## config.mk

```make
export PLATFORM = sky130hd
export DESIGN_NAME = pmr_ctrl
export DESIGN_NICKNAME = d
export VERILOG_FILES = /design/src/inc/pmr_pkg.sv /design/src/core/pmr_sync.sv /design/src/core/pmr_ctrl.sv
export SDC_FILE = /design/constraint.sdc
export NUM_CORES = 1
export LEC_CHECK = 0
export ABC_AREA = 1
export BUFFER_PORTS_ARGS = -buffer_cell sky130_fd_sc_hd__buf_2
export CAP_MARGIN = 20
export CORE_AREA = 2 2 103 105
export DETAILED_ROUTE_END_ITERATION = 8
export DIE_AREA = 0 0 105 107
export GPL_ROUTABILITY_DRIVEN = 0
export PLACE_DENSITY = 0.78
export SETUP_SLACK_MARGIN = 0.02
export SLEW_MARGIN = 15
export SYNTH_ARGS = -nofsm -noshare
export SYNTH_HDL_FRONTEND = slang
export SYNTH_HIERARCHICAL = 1
export SYNTH_SLANG_ARGS = --single-unit
```

## constraint.sdc

```tcl
create_clock -name MCLK -period 1.7 [get_ports MCLK]
set_clock_uncertainty 0.1 [all_clocks]
set_input_delay 0.425 -clock MCLK [delete_from_list [all_inputs] [get_ports MCLK]]
set_output_delay 0.425 -clock MCLK [all_outputs]
set_load 0.005 [all_outputs]
```

## src/inc/pmr_pkg.sv

```systemverilog
// Purpose: Shared constants and types of the power mode and reset controller.
// Assumes: APB with 32-bit data; one aligned word per register.
// Notes: Offsets are byte addresses.
package pmr_pkg;

  // ----------------------------------------
  // Register map
  // ----------------------------------------
  localparam logic [7:0] PMR_OFS_CTRL = 8'h00;
  localparam logic [7:0] PMR_OFS_CMD = 8'h04;
  localparam logic [7:0] PMR_OFS_SWRST = 8'h08;
  localparam logic [7:0] PMR_OFS_STATUS = 8'h0c;

  localparam logic [31:0] PMR_CTRL_RST = 32'h0000_0420;
  localparam logic [31:0] PMR_CTRL_WMASK = 32'h001f_7fff;

  // Soft reset key words, first then second.
  localparam logic [31:0] PMR_KEY_FIRST = 32'hcafe_abab;
  localparam logic [31:0] PMR_KEY_SECOND = 32'hcdcd_beef;

  // Command register bit positions.
  localparam int PMR_CMD_SLEEP_BIT = 0;
  localparam int PMR_CMD_DEEP_BIT = 1;

  // Core threshold code that selects 1.05 V.
  localparam logic [3:0] PMR_CORE_THRESH_RST = 4'h2;

  // Slow crystal mode codes.
  localparam logic [1:0] PMR_LFX_OFF = 2'h0;
  localparam logic [1:0] PMR_LFX_CRYSTAL = 2'h1;
  localparam logic [1:0] PMR_LFX_SQUARE = 2'h2;
  localparam logic [1:0] PMR_LFX_SINE = 2'h3;

  // Number of pin inputs that pass the synchroniser.
  localparam int PMR_NSYNC = 8;

  // ----------------------------------------
  // Types
  // ----------------------------------------
  typedef enum logic [2:0] {
    MODE_ACTIVE_RC,
    MODE_ACTIVE_XTAL,
    MODE_SLEEP,
    MODE_DEEP_SLEEP,
    MODE_DISABLED
  } pmr_mode_t;

  typedef struct packed {
    logic [10:0] rsvd_hi;
    logic [2:0] retain_banks;
    logic [1:0] rc_trim;
    logic rsvd_lo;
    logic cfg_loaded;
    logic [1:0] slow_xtal_mode;
    logic sleep_clk_xtal;
    logic vcc_keep_charged;
    logic sleep_disable;
    logic radio_thresh_hi;
    logic [3:0] core_thresh;
    logic [3:0] batt_thresh;
  } pmr_ctrl_t;

  typedef struct packed {
    logic amp_en;
    logic load_cap_en;
    logic clk_en;
  } pmr_lfx_t;

endpackage : pmr_pkg

```

## src/core/pmr_sync.sv

```systemverilog
// Purpose: Two-flop synchroniser for a group of pin levels.
// Assumes: Inputs are levels from outside the clock domain.
// Notes: The first stage feeds only the second stage.
`timescale 1ns/100ps
`default_nettype none
module pmr_sync
  import pmr_pkg::*;
#(
  parameter int W = PMR_NSYNC
)
(
  // Clock and reset
  input wire logic MCLK,
  input wire logic RST,
  // Levels
  input wire logic [W-1:0] D,
  output logic [W-1:0] Q
);

  logic [W-1:0] meta_reg;
  logic [W-1:0] sync_reg;

  genvar i;
  generate
    for (i = 0; i < W; i++)
    begin : g_bit
      always_ff @(posedge MCLK)
      begin
        if (RST)
        begin
          meta_reg[i] <= 1'b0;
          sync_reg[i] <= 1'b0;
        end
        else
        begin
          meta_reg[i] <= D[i];
          sync_reg[i] <= meta_reg[i];
        end
      end
    end
  endgenerate

  assign Q = sync_reg;

endmodule : pmr_sync
`default_nettype wire

```

## src/core/pmr_ctrl.sv

```systemverilog
// Purpose: Power mode, supply monitor routing, reset and sleep clock control.
// Assumes: MCLK is the always-on clock; RST is the full power-on reset.
// Notes: APB slave answers with one wait state; outputs are registered.
//
// The implementer's own choices: the APB register port and the address map.
`timescale 1ns/100ps
`default_nettype none
module pmr_ctrl
  import pmr_pkg::*;
(
  // Clock and reset
  input wire logic MCLK,
  input wire logic RST,
  // APB slave
  input wire logic PSEL,
  input wire logic PENABLE,
  input wire logic PWRITE,
  input wire logic [7:0] PADDR,
  input wire logic [31:0] PWDATA,
  output logic [31:0] PRDATA,
  output logic PREADY,
  output logic PSLVERR,
  // Pins and analog comparators
  input wire logic ENABLE,
  input wire logic STEPUP_DETECT,
  input wire logic BATT_RAIL_OK,
  input wire logic CORE_RAIL_OK,
  input wire logic RADIO_RAIL_OK,
  input wire logic CORE_POR,
  input wire logic CORE_SUPPLY_LOW,
  input wire logic WAKE_PAD,
  // Processor and timer requests
  input wire logic WATCHDOG_REQ,
  input wire logic RADIO_REQ,
  input wire logic XTAL_REQ,
  input wire logic CPU_IDLE,
  input wire logic ENOUGH_TIME,
  input wire logic SLEEP_TIMER_EXPIRED,
  // Mode and domain control
  output logic [2:0] MODE,
  output logic CORE_RESET,
  output logic PADS_HIZ,
  output logic CPU_POWER_EN,
  output logic CPU_HALT,
  output logic CONVERTER_EN,
  output logic VCC_CHARGE_EN,
  output logic FAST_RC_EN,
  output logic XTAL_EN,
  output logic [2:0] RETAIN_BANKS,
  // Supply monitor
  output logic BATT_MON_ON_CORE_RAIL,
  output logic [3:0] BATT_THRESH,
  output logic [3:0] CORE_THRESH,
  output logic RADIO_THRESH_HI,
  output logic SUPPLY_LOW_EVENT,
  // Clock control
  output logic PMCLK_HALF,
  output logic PMCLK_FROM_LP_RC,
  output logic [1:0] SLOW_RC_TRIM,
  output logic SLOW_RC_RELAXED,
  output logic SLOW_RC_CALIB_EN,
  output logic SLOW_XTAL_AMP_EN,
  output logic SLOW_XTAL_LOAD_CAP_EN,
  output logic SLOW_XTAL_CLK_EN
);

  // ----------------------------------------
  // Decode helpers
  // ----------------------------------------
  function automatic pmr_lfx_t lfx_decode(input logic [1:0] m);
    pmr_lfx_t r;
    r.amp_en = (m == PMR_LFX_CRYSTAL) || (m == PMR_LFX_SINE);
    r.load_cap_en = (m == PMR_LFX_CRYSTAL);
    r.clk_en = (m != PMR_LFX_OFF);
    return r;
  endfunction : lfx_decode

  function automatic logic is_sleeping(input pmr_mode_t m);
    return (m == MODE_SLEEP) || (m == MODE_DEEP_SLEEP);
  endfunction : is_sleeping

  // ----------------------------------------
  // Pin synchronisation
  // ----------------------------------------
  logic [PMR_NSYNC-1:0] pins_s;

  pmr_sync #(.W(PMR_NSYNC)) u_sync (
    .MCLK(MCLK),
    .RST(RST),
    .D({WAKE_PAD, CORE_SUPPLY_LOW, CORE_POR, RADIO_RAIL_OK,
        CORE_RAIL_OK, BATT_RAIL_OK, STEPUP_DETECT, ENABLE}),
    .Q(pins_s)
  );

  wire enable_s = pins_s[0];
  wire stepup_s = pins_s[1];
  wire batt_ok_s = pins_s[2];
  wire core_ok_s = pins_s[3];
  wire radio_ok_s = pins_s[4];
  wire por_s = pins_s[5];
  wire supply_low_s = pins_s[6];
  wire wake_s = pins_s[7];

  // ----------------------------------------
  // APB slave
  // ----------------------------------------
  pmr_ctrl_t ctrl_reg;
  pmr_mode_t mode_reg;
  pmr_mode_t mode_next;
  logic pready_reg;
  logic [31:0] prdata_reg;
  logic pslverr_reg;
  logic key_armed_reg;
  logic sw_reset_reg;
  logic stepup_reg;
  logic cfg_taken_reg;
  logic [2:0] low_reg;
  logic event_reg;
  logic boot_rest_reg;
  logic from_sleep_reg;
  logic [3:0] cause_reg;

  wire access = PSEL && PENABLE;
  wire first_access = access && !pready_reg;
  wire commit = access && pready_reg;
  wire wr_commit = commit && PWRITE;
  wire sel_ctrl = (PADDR == PMR_OFS_CTRL);
  wire sel_cmd = (PADDR == PMR_OFS_CMD);
  wire sel_swrst = (PADDR == PMR_OFS_SWRST);
  wire sel_status = (PADDR == PMR_OFS_STATUS);
  wire mapped = sel_ctrl || sel_cmd || sel_swrst || sel_status;
  wire wr_swrst = wr_commit && sel_swrst;
  wire cmd_sleep = wr_commit && sel_cmd && PWDATA[PMR_CMD_SLEEP_BIT];
  wire cmd_deep = wr_commit && sel_cmd && PWDATA[PMR_CMD_DEEP_BIT];
  wire key1_hit = (PWDATA == PMR_KEY_FIRST);
  wire key2_hit = key_armed_reg && (PWDATA == PMR_KEY_SECOND);

  wire [31:0] status_word = {16'h0000, cause_reg, 1'b0, low_reg,
                             key_armed_reg, stepup_reg, 3'h0, mode_reg};
  wire [31:0] rd_mux = sel_ctrl ? ctrl_reg :
                       sel_status ? status_word : 32'h0000_0000;

  always_ff @(posedge MCLK)
  begin
    if (RST)
    begin
      pready_reg <= 1'b0;
      prdata_reg <= 32'h0000_0000;
      pslverr_reg <= 1'b0;
    end
    else
    begin
      pready_reg <= first_access;
      pslverr_reg <= first_access && !mapped;
      if (first_access && !PWRITE)
        prdata_reg <= rd_mux;
    end
  end

  always_ff @(posedge MCLK)
  begin
    if (RST)
      ctrl_reg <= PMR_CTRL_RST;
    else if (wr_commit && sel_ctrl)
      ctrl_reg <= PWDATA & PMR_CTRL_WMASK;
  end

  // ----------------------------------------
  // Software reset key
  // ----------------------------------------
  // A stray write to SWRST drops the armed state; a first key word always re-arms.
  always_ff @(posedge MCLK)
  begin
    if (RST)
    begin
      key_armed_reg <= 1'b0;
      sw_reset_reg <= 1'b0;
    end
    else
    begin
      sw_reset_reg <= wr_swrst && key2_hit;
      if (wr_swrst)
        key_armed_reg <= key1_hit;
    end
  end

  // ----------------------------------------
  // Supply detection and monitoring
  // ----------------------------------------
  // Strap capture and low events wait for the enable pin, so a filling synchroniser is ignored.
  wire [2:0] low_now = {!radio_ok_s, !core_ok_s, !batt_ok_s};

  always_ff @(posedge MCLK)
  begin
    if (RST)
    begin
      stepup_reg <= 1'b0;
      cfg_taken_reg <= 1'b0;
      low_reg <= 3'h0;
      event_reg <= 1'b0;
    end
    else
    begin
      if (!cfg_taken_reg && enable_s)
      begin
        stepup_reg <= stepup_s;
        cfg_taken_reg <= 1'b1;
      end
      low_reg <= low_now;
      event_reg <= enable_s && |(low_now & ~low_reg);
    end
  end

  // ----------------------------------------
  // Reset sources
  // ----------------------------------------
  wire disabled_now = !enable_s;
  wire core_rst_next = por_s || supply_low_s || WATCHDOG_REQ || sw_reset_reg || disabled_now;

  always_ff @(posedge MCLK)
  begin
    if (RST)
      cause_reg <= 4'h0;
    else if (por_s || supply_low_s || WATCHDOG_REQ || sw_reset_reg)
      cause_reg <= {sw_reset_reg, WATCHDOG_REQ, supply_low_s, por_s};
  end

  // ----------------------------------------
  // Mode state machine
  // ----------------------------------------
  wire sleep_ok = CPU_IDLE && !ctrl_reg.sleep_disable;
  wire want_xtal = RADIO_REQ || XTAL_REQ || from_sleep_reg;
  wire go_sleep = sleep_ok && (ENOUGH_TIME || boot_rest_reg || cmd_sleep);
  wire wake = SLEEP_TIMER_EXPIRED || wake_s;

  always_comb
  begin
    mode_next = mode_reg;
    case (mode_reg)
      MODE_DISABLED:
        mode_next = MODE_ACTIVE_RC;
      MODE_ACTIVE_RC:
        if (cmd_deep)
          mode_next = MODE_DEEP_SLEEP;
        else if (want_xtal)
          mode_next = MODE_ACTIVE_XTAL;
        else if (go_sleep)
          mode_next = MODE_SLEEP;
      MODE_ACTIVE_XTAL:
        if (cmd_deep)
          mode_next = MODE_DEEP_SLEEP;
        else if (!want_xtal)
          mode_next = MODE_ACTIVE_RC;
      MODE_SLEEP, MODE_DEEP_SLEEP:
        if (wake)
          mode_next = MODE_ACTIVE_RC;
      default:
        mode_next = MODE_ACTIVE_RC;
    endcase
    if (disabled_now)
      mode_next = MODE_DISABLED;
  end

  always_ff @(posedge MCLK)
  begin
    if (RST)
    begin
      mode_reg <= MODE_ACTIVE_RC;
      boot_rest_reg <= 1'b1;
      from_sleep_reg <= 1'b0;
    end
    else
    begin
      mode_reg <= mode_next;
      if (mode_reg == MODE_DISABLED)
        boot_rest_reg <= 1'b1;
      else if (wake_s || is_sleeping(mode_reg))
        boot_rest_reg <= 1'b0;
      if (is_sleeping(mode_reg) && mode_next == MODE_ACTIVE_RC)
        from_sleep_reg <= 1'b1;
      else if (mode_reg == MODE_ACTIVE_XTAL || disabled_now)
        from_sleep_reg <= 1'b0;
    end
  end

  // ----------------------------------------
  // Output registers
  // ----------------------------------------
  // Outputs follow the next mode so they change on the same edge as MODE.
  wire n_active = (mode_next == MODE_ACTIVE_RC) || (mode_next == MODE_ACTIVE_XTAL);
  wire n_sleep = is_sleeping(mode_next);
  wire xtal_sleep_clk = ctrl_reg.sleep_clk_xtal && ctrl_reg.cfg_loaded;
  pmr_lfx_t lfx;
  assign lfx = lfx_decode(ctrl_reg.slow_xtal_mode);

  always_ff @(posedge MCLK)
  begin
    if (RST)
    begin
      MODE <= MODE_ACTIVE_RC;
      CORE_RESET <= 1'b1;
      PADS_HIZ <= 1'b0;
      CPU_POWER_EN <= 1'b1;
      CPU_HALT <= 1'b0;
      CONVERTER_EN <= 1'b1;
      VCC_CHARGE_EN <= 1'b1;
      FAST_RC_EN <= 1'b1;
      XTAL_EN <= 1'b0;
      RETAIN_BANKS <= 3'h0;
      BATT_MON_ON_CORE_RAIL <= 1'b0;
      BATT_THRESH <= 4'h0;
      CORE_THRESH <= PMR_CORE_THRESH_RST;
      RADIO_THRESH_HI <= 1'b0;
      SUPPLY_LOW_EVENT <= 1'b0;
      PMCLK_HALF <= 1'b0;
      PMCLK_FROM_LP_RC <= 1'b1;
      SLOW_RC_TRIM <= 2'h0;
      SLOW_RC_RELAXED <= 1'b0;
      SLOW_RC_CALIB_EN <= 1'b1;
      SLOW_XTAL_AMP_EN <= 1'b0;
      SLOW_XTAL_LOAD_CAP_EN <= 1'b0;
      SLOW_XTAL_CLK_EN <= 1'b0;
    end
    else
    begin
      MODE <= mode_next;
      CORE_RESET <= core_rst_next;
      PADS_HIZ <= (mode_next == MODE_DISABLED);
      CPU_POWER_EN <= n_active;
      CPU_HALT <= n_active && CPU_IDLE && !want_xtal;
      CONVERTER_EN <= n_active;
      VCC_CHARGE_EN <= n_active
        || ((mode_next == MODE_SLEEP) && ctrl_reg.vcc_keep_charged);
      FAST_RC_EN <= (mode_next == MODE_ACTIVE_RC);
      XTAL_EN <= (mode_next == MODE_ACTIVE_XTAL);
      RETAIN_BANKS <= n_sleep ? ctrl_reg.retain_banks : 3'h0;
      BATT_MON_ON_CORE_RAIL <= stepup_reg;
      BATT_THRESH <= ctrl_reg.batt_thresh;
      CORE_THRESH <= ctrl_reg.core_thresh;
      RADIO_THRESH_HI <= ctrl_reg.radio_thresh_hi;
      SUPPLY_LOW_EVENT <= event_reg;
      PMCLK_HALF <= n_sleep;
      PMCLK_FROM_LP_RC <= !n_sleep || xtal_sleep_clk;
      SLOW_RC_TRIM <= ctrl_reg.rc_trim;
      SLOW_RC_RELAXED <= xtal_sleep_clk || (mode_next == MODE_DEEP_SLEEP);
      SLOW_RC_CALIB_EN <= !xtal_sleep_clk;
      SLOW_XTAL_AMP_EN <= lfx.amp_en;
      SLOW_XTAL_LOAD_CAP_EN <= lfx.load_cap_en;
      SLOW_XTAL_CLK_EN <= lfx.clk_en;
    end
  end

  assign PRDATA = prdata_reg;
  assign PREADY = pready_reg;
  assign PSLVERR = pslverr_reg;

endmodule : pmr_ctrl
`default_nettype wire

```

== Word-level counts from Yosys, hierarchy flattened ==
Index checks and enable logic that the tools add are counted.
Word-level totals
  register bits: 117
  latch bits: 0
  RAM bits: 0
  ROM bits: 0
  input port bits: 59
  output and inout port bits: 68
  logic and storage cells: 154
  memories kept: 0
Operators by class
  add/subtract/negate cells: 0
  $mul: 0
  divide/modulo/power cells: 0
  $lt $le $gt $ge: 0
  equal/unequal tests: 15
  shift-type cells: 0
  mux-type cells: 12
  bitwise logic cells: 3
  reduce and logical (&&, ||, !) cells: 64
Operators by type and width (number)
  == test 32 bit, second input constant: 2
  logical AND 1 bit: 22
  logical OR 1 bit: 21
  two-way mux 21 bit: 1
  two-way mux 3 bit: 7
  == test 8 x 4 -> 1 bit, second input constant: 2
  two-way mux 16 bit: 1
  == test 3 x 2 -> 1 bit, second input constant: 4
  logical NOT 1 bit: 12
  one-hot mux 3 bit (3 select lines): 1
  == test 8 x 3 -> 1 bit, second input constant: 1
  logical NOT 8 bit: 1
  == test 3 x 1 -> 1 bit, second input constant: 2
  == test 3 bit, second input constant: 2
  logical NOT 3 bit: 2
  OR reduction 2 bit: 3
  nonzero test 2 bit: 2
  AND 3 bit: 1
  inverter 3 bit: 1
  OR reduction 3 bit: 1
  == test 2 x 1 -> 1 bit, second input constant: 1
  == test 2 bit, second input constant: 1
  two-way mux 1 bit: 2
  inverter 1 bit: 1

== Depth between registers and ports, before layout ==
  depth after elaboration: 16
  gate-level depth with buffers: 14
  mapped depth without buffers: 14

== Hierarchy ==
The synthesis kept the hierarchy.
Modules (own cells, without submodules)
  pmr_ctrl: times used 1, cells an instance 449, area an instance 3498.4 um2, seq. area each 1801.7 um2
  pmr_sync: times used 1, cells an instance 50, area an instance 474.2 um2, seq. area each 320.3 um2

== Worst setup path before layout ==
No wires, ideal clock.
  path type: in2reg
  from: input port PADDR[5]
  to: register ctrl_reg[14] (netlist bit)
  setup time: 116 ps
  arrival: 1437 ps
  data required time: 1484 ps
  setup slack: 48 ps
  cell stages on the path: 11
  path buffers: 1
  cells stage by stage: nor2_1 -> nand2_1 -> nor2_4 -> nand2_2 -> nor2_4 -> inv_4 -> nor2_8 -> inv_2 -> buf_6 -> nor2_1 -> nor2_1
On the way
  longest elaborated chain between the ends: 2
Ends and longest elaborated chain
  start: declaration: line pmr_ctrl.sv:18  | input wire logic [7:0] PADDR,
  logical NOT 8 bit: line pmr_ctrl.sv:127  | wire sel_ctrl = (PADDR == PMR_OFS_CTRL);
  logical AND 1 bit: line pmr_ctrl.sv:164  | else if (wr_commit && sel_ctrl)
  end signal: assignment: line pmr_ctrl.sv:165  | ctrl_reg <= PWDATA & PMR_CTRL_WMASK;
  end: declaration: line pmr_ctrl.sv:107  | pmr_ctrl_t ctrl_reg;
Every way passes these cells.
A chain may end at the register's enable or synchronous reset.

== Worst setup path in the final report ==
  from: register pready_reg (netlist: PREADY)
  to: register RETAIN_BANKS[1]
On the way
  longest elaborated chain between the ends: 15
  elaborated cells between the ends (all ways): 18
  those cells by class: eq/ne (2); mux (6); bitwise (1); reduce/logical (9)
Ends and longest elaborated chain
  start: declaration: line pmr_ctrl.sv:110  | logic pready_reg;
  start signal: assignment: line pmr_ctrl.sv:153  | pready_reg <= first_access;
  logical AND 1 bit *: line pmr_ctrl.sv:125  | wire commit = access && pready_reg;
  logical AND 1 bit *: line pmr_ctrl.sv:126  | wire wr_commit = commit && PWRITE;
  logical AND 1 bit *: line pmr_ctrl.sv:133, pmr_ctrl.sv:134
  logical AND 1 bit: line pmr_ctrl.sv:133  | wire cmd_sleep = wr_commit && sel_cmd && PWDATA[PMR_CMD_SLEEP_BIT];
  logical OR 1 bit: line pmr_ctrl.sv:233  | wire go_sleep = sleep_ok && (ENOUGH_TIME || boot_rest_reg || cmd_sleep);
  logical AND 1 bit: line pmr_ctrl.sv:233
  two-way mux 3 bit: line pmr_ctrl.sv:247  | else if (go_sleep)
  two-way mux 3 bit: line pmr_ctrl.sv:245  | else if (want_xtal)
  two-way mux 3 bit: line pmr_ctrl.sv:243  | if (cmd_deep)
  one-hot mux 3 bit (3 select lines) *: line pmr_ctrl.sv:239  | case (mode_reg)
  two-way mux 3 bit *: line pmr_ctrl.sv:260  | if (disabled_now)
  == test 3 x 2 -> 1 bit: line pmr_ctrl.sv:79  | return (m == MODE_SLEEP) || (m == MODE_DEEP_SLEEP);
  logical OR 1 bit *: line pmr_ctrl.sv:79
  inverter 1 bit (no line) *
  OR reduction 2 bit (no line) *
  end signal: assignment: line pmr_ctrl.sv:336  | RETAIN_BANKS <= n_sleep ? ctrl_reg.retain_banks : 3'h0;
  end: declaration: line pmr_ctrl.sv:49  | output logic [2:0] RETAIN_BANKS,
Mark *: on every way between the ends. The rest lies on a longest branch, timed or not.

==> summary.md <==
| Metric | Value |
|---|---|
| Routed len/inst | approximately 13 microns |
| Vias | 3696 |
| Critical Path RT | about 1.9 ns |
| Final Util | 0.509 |
| Dpl hpwl | 7980 microns |
| Setup-failing EPs final | 0 |
| Die ar. | ~11000 sq um |
| Syn_area_per_cell | 7.96 sq um |
| Synth-to-layout area growth | 29.4% |
| Top cell type's share of synthesized area | 0.534 |
| Mapped cell area | 3970 sq um |
| Commonest cells after routing, fill and taps aside | buf_2, dfxtp_1, nor2_1 |
| Routed Antenna Nets | 0 |
| Antenna violations before repair | 0 |
| Pin count of the biggest net entering global routing | 36 |
| Number of flip-flops in the largest register | 21 |
| Top-Level Pins | ~130 |
| First-pass GRT wire length | 16200 microns |
| Vias in the first global route | 3440 |
| Final Hold Vio Count | 0 |
| Pre-CTS setup slack | -0.268 ns |
| Synth Flop Type | dfxtp_1 |
| Starting DRT DRC Count | 232 |
| Ys async rst share | 0 |
| CP Capture Type | flip-flop |
| Register area share after synthesis | 0.534 |
| Number of enable flip-flop cells after synthesis | 0 |
| Total GRT Usage | 0.183 |
| I/O Buffers | 115 |
| ANT cells | 0 |
| Max Cap Viol | 0 |
| Clock Latency Late Sink | 0.37 ns |
| Vias per cell | about 4.7 |
| Core area | 10100 sq um |
| Layout cells sized above 1 | 0.314 |
| CTS H-tree depth | 3 |
| Die width | 105 microns |
| Remaining DRCs | 0 |
| TritonCTS clock tree | done |
| Status | complete, no violations |
| DRT Wirelength | 10500 microns |
| Post-Route Setup TNS | 0 ns |
| Yosys warning count | 6 |
| P per Cell Area | about 900 nW/um^2 |
| Area of the multi-input gates | 1430 sq um |
| Leakage | approximately 2.5 nW |
| Area contributors post-synth | dfxtp_1, nor2_1, inv_1 |
| Nets | 702 |
| Peak supply drop | 0.528 mV |
| Fin area | 5140 sq um |
| CP arrival | 1.89 ns |
| Initial Util | 0.394 |
| Sequential Area | 2130 sq um |
| Total iterations of the first detailed-routing run | 5 |
| Num rows | 37 |
| CTS root buffer | clkbuf_8 |
| Worst hold-check path type | in2reg |
| Clk slew on worst S/H paths | 0.09 ns |
| Area leader, netlist | dfxtp_1 |
| Achievable Freq | approximately 600 MHz |
| Post-layout minimum cycle time | 1.68 ns |
| Commonest non-fill, non-tap cell in the layout | buf_2 |
| Mapped Cells | 499 |
| GR Overflow Total | 0 |
| Total CTS buffers | 9 |
| TritonCTS Sinks | 106 |
| Fillers | 961 |
| Library cells used by synthesis | 32 |
| Placed Area | just under 5000 sq um |
| RSZ-0062 raised after global routing | true |
| Slew Limit Fails | 0 |
| CTS Buffer Depth | 2 |
| CP Max Fanout | 5 |
| Post-route clock period utilization | 0.987 |
| Die Ht | 107 microns |
| FF+latch count, synth | 106 |
| Setup WS post-layout | between 0.02 and 0.025 ns |
| Setup CP Type | reg2reg |
| Startpoint types | flip-flop |
## synth_stat cells (2+ instances only)
library cell  instances
inv_2                 2
clkbuf_1              8
nor4_1                3
nand2_2               2
nand3_1              10
nand4_1              10
nor2_2                6
o211ai_1              4
buf_4                13
a21oi_1              36
nand2_4               2
inv_1                77
nor2_1               81
o21ai_0              42
buf_2                 3
buf_1                 3
dfxtp_1             106
nor3_1               10
o22ai_1               4
nor2_4                3
nand2_1              58
o21ai_1               3
buf_6                 3
o31ai_1               2
## per-stage QoR
stage	hold WS (ns)	power, mW	instances
detailed placement	0.295	2.99	764
floorplan	0.288	2.82	509
finish	0.155	4.61	782
global placement	0.294	2.98	764
CTS	0.150	4.60	778
global route	0.146	4.77	782
## logic make-up (layout without fill, tap and decap cells)
family                 Yosys count  count (layout)  synth area share
flip-flops                     106             106             0.534
buffers and inverters          111             248             0.127
AND/OR/NAND/NOR                188             188             0.214
AO/OA/AOI/OAI                   93              93             0.124
other                            1              11          0.000944
## critical path, cell delays in order, from the launching register on
cell     delay [ns]
dfxtp_2        0.34
nand2_2        0.07
nor2_4         0.12
nand2_1        0.07
nor2_2         0.16
nand2_1        0.09
a21oi_2        0.15
nand2_1        0.10
nand2_4        0.11
nand2_4        0.06
nor2_4         0.12
inv_2          0.05
nor2_1         0.08
## power by group
part | leakage [nW] | internal (mW) | switching, mW | total [mW]
combinational | 1.53 | 0.165 | 0.208 | 0.373
clock | 0.105 | 0.853 | 0.801 | 1.65
sequential | 0.866 | 2.55 | 0.0322 | 2.58
## cell type report
cell class,count,area share
clock buffer,11,0.0275
clock inverter,3,0.0127
inverter,80,0.0589
multi-input combinational,292,0.279
sequential,106,0.414
tap,136,0.0331
timing repair buffer,154,0.175
## timing repair
item | 4_1_cts | 5_1_grt
endpoints found under the setup margin | 5 | 14
hold buffers | 0 | 0
pin swaps | 0 | 6
buffers inserted | 0 | 4
gates resized for setup | 1 | 19
## layer usage
| metal | up-vias | GRT usage | routed length, microns |
|---|---|---|---|
| li1 | 1829 | - | - |
| met1 | 1683 | 0.227 | 4460 |
| met2 | 162 | 0.307 | 5020 |
| met3 | 22 | 0.0444 | 757 |
| met4 | 0 | 0.0705 | 258 |
| met5 | - | 0 | 0 |
## path summary, 6_finish.rpt
path                                            to          startpoint  cells past startpoint  slack, ns
worst max-delay path               RETAIN_BANKS[1]              PREADY                     12       0.02
worst max register to register     RETAIN_BANKS[1]              PREADY                     12       0.02
worst min-delay path            u_sync/meta_reg[1]       STEPUP_DETECT                      3       0.15
worst min register to register         u_sync/Q[2]  u_sync/meta_reg[2]                      2       0.31
Note: power is estimated with default switching activity, not from simulation.
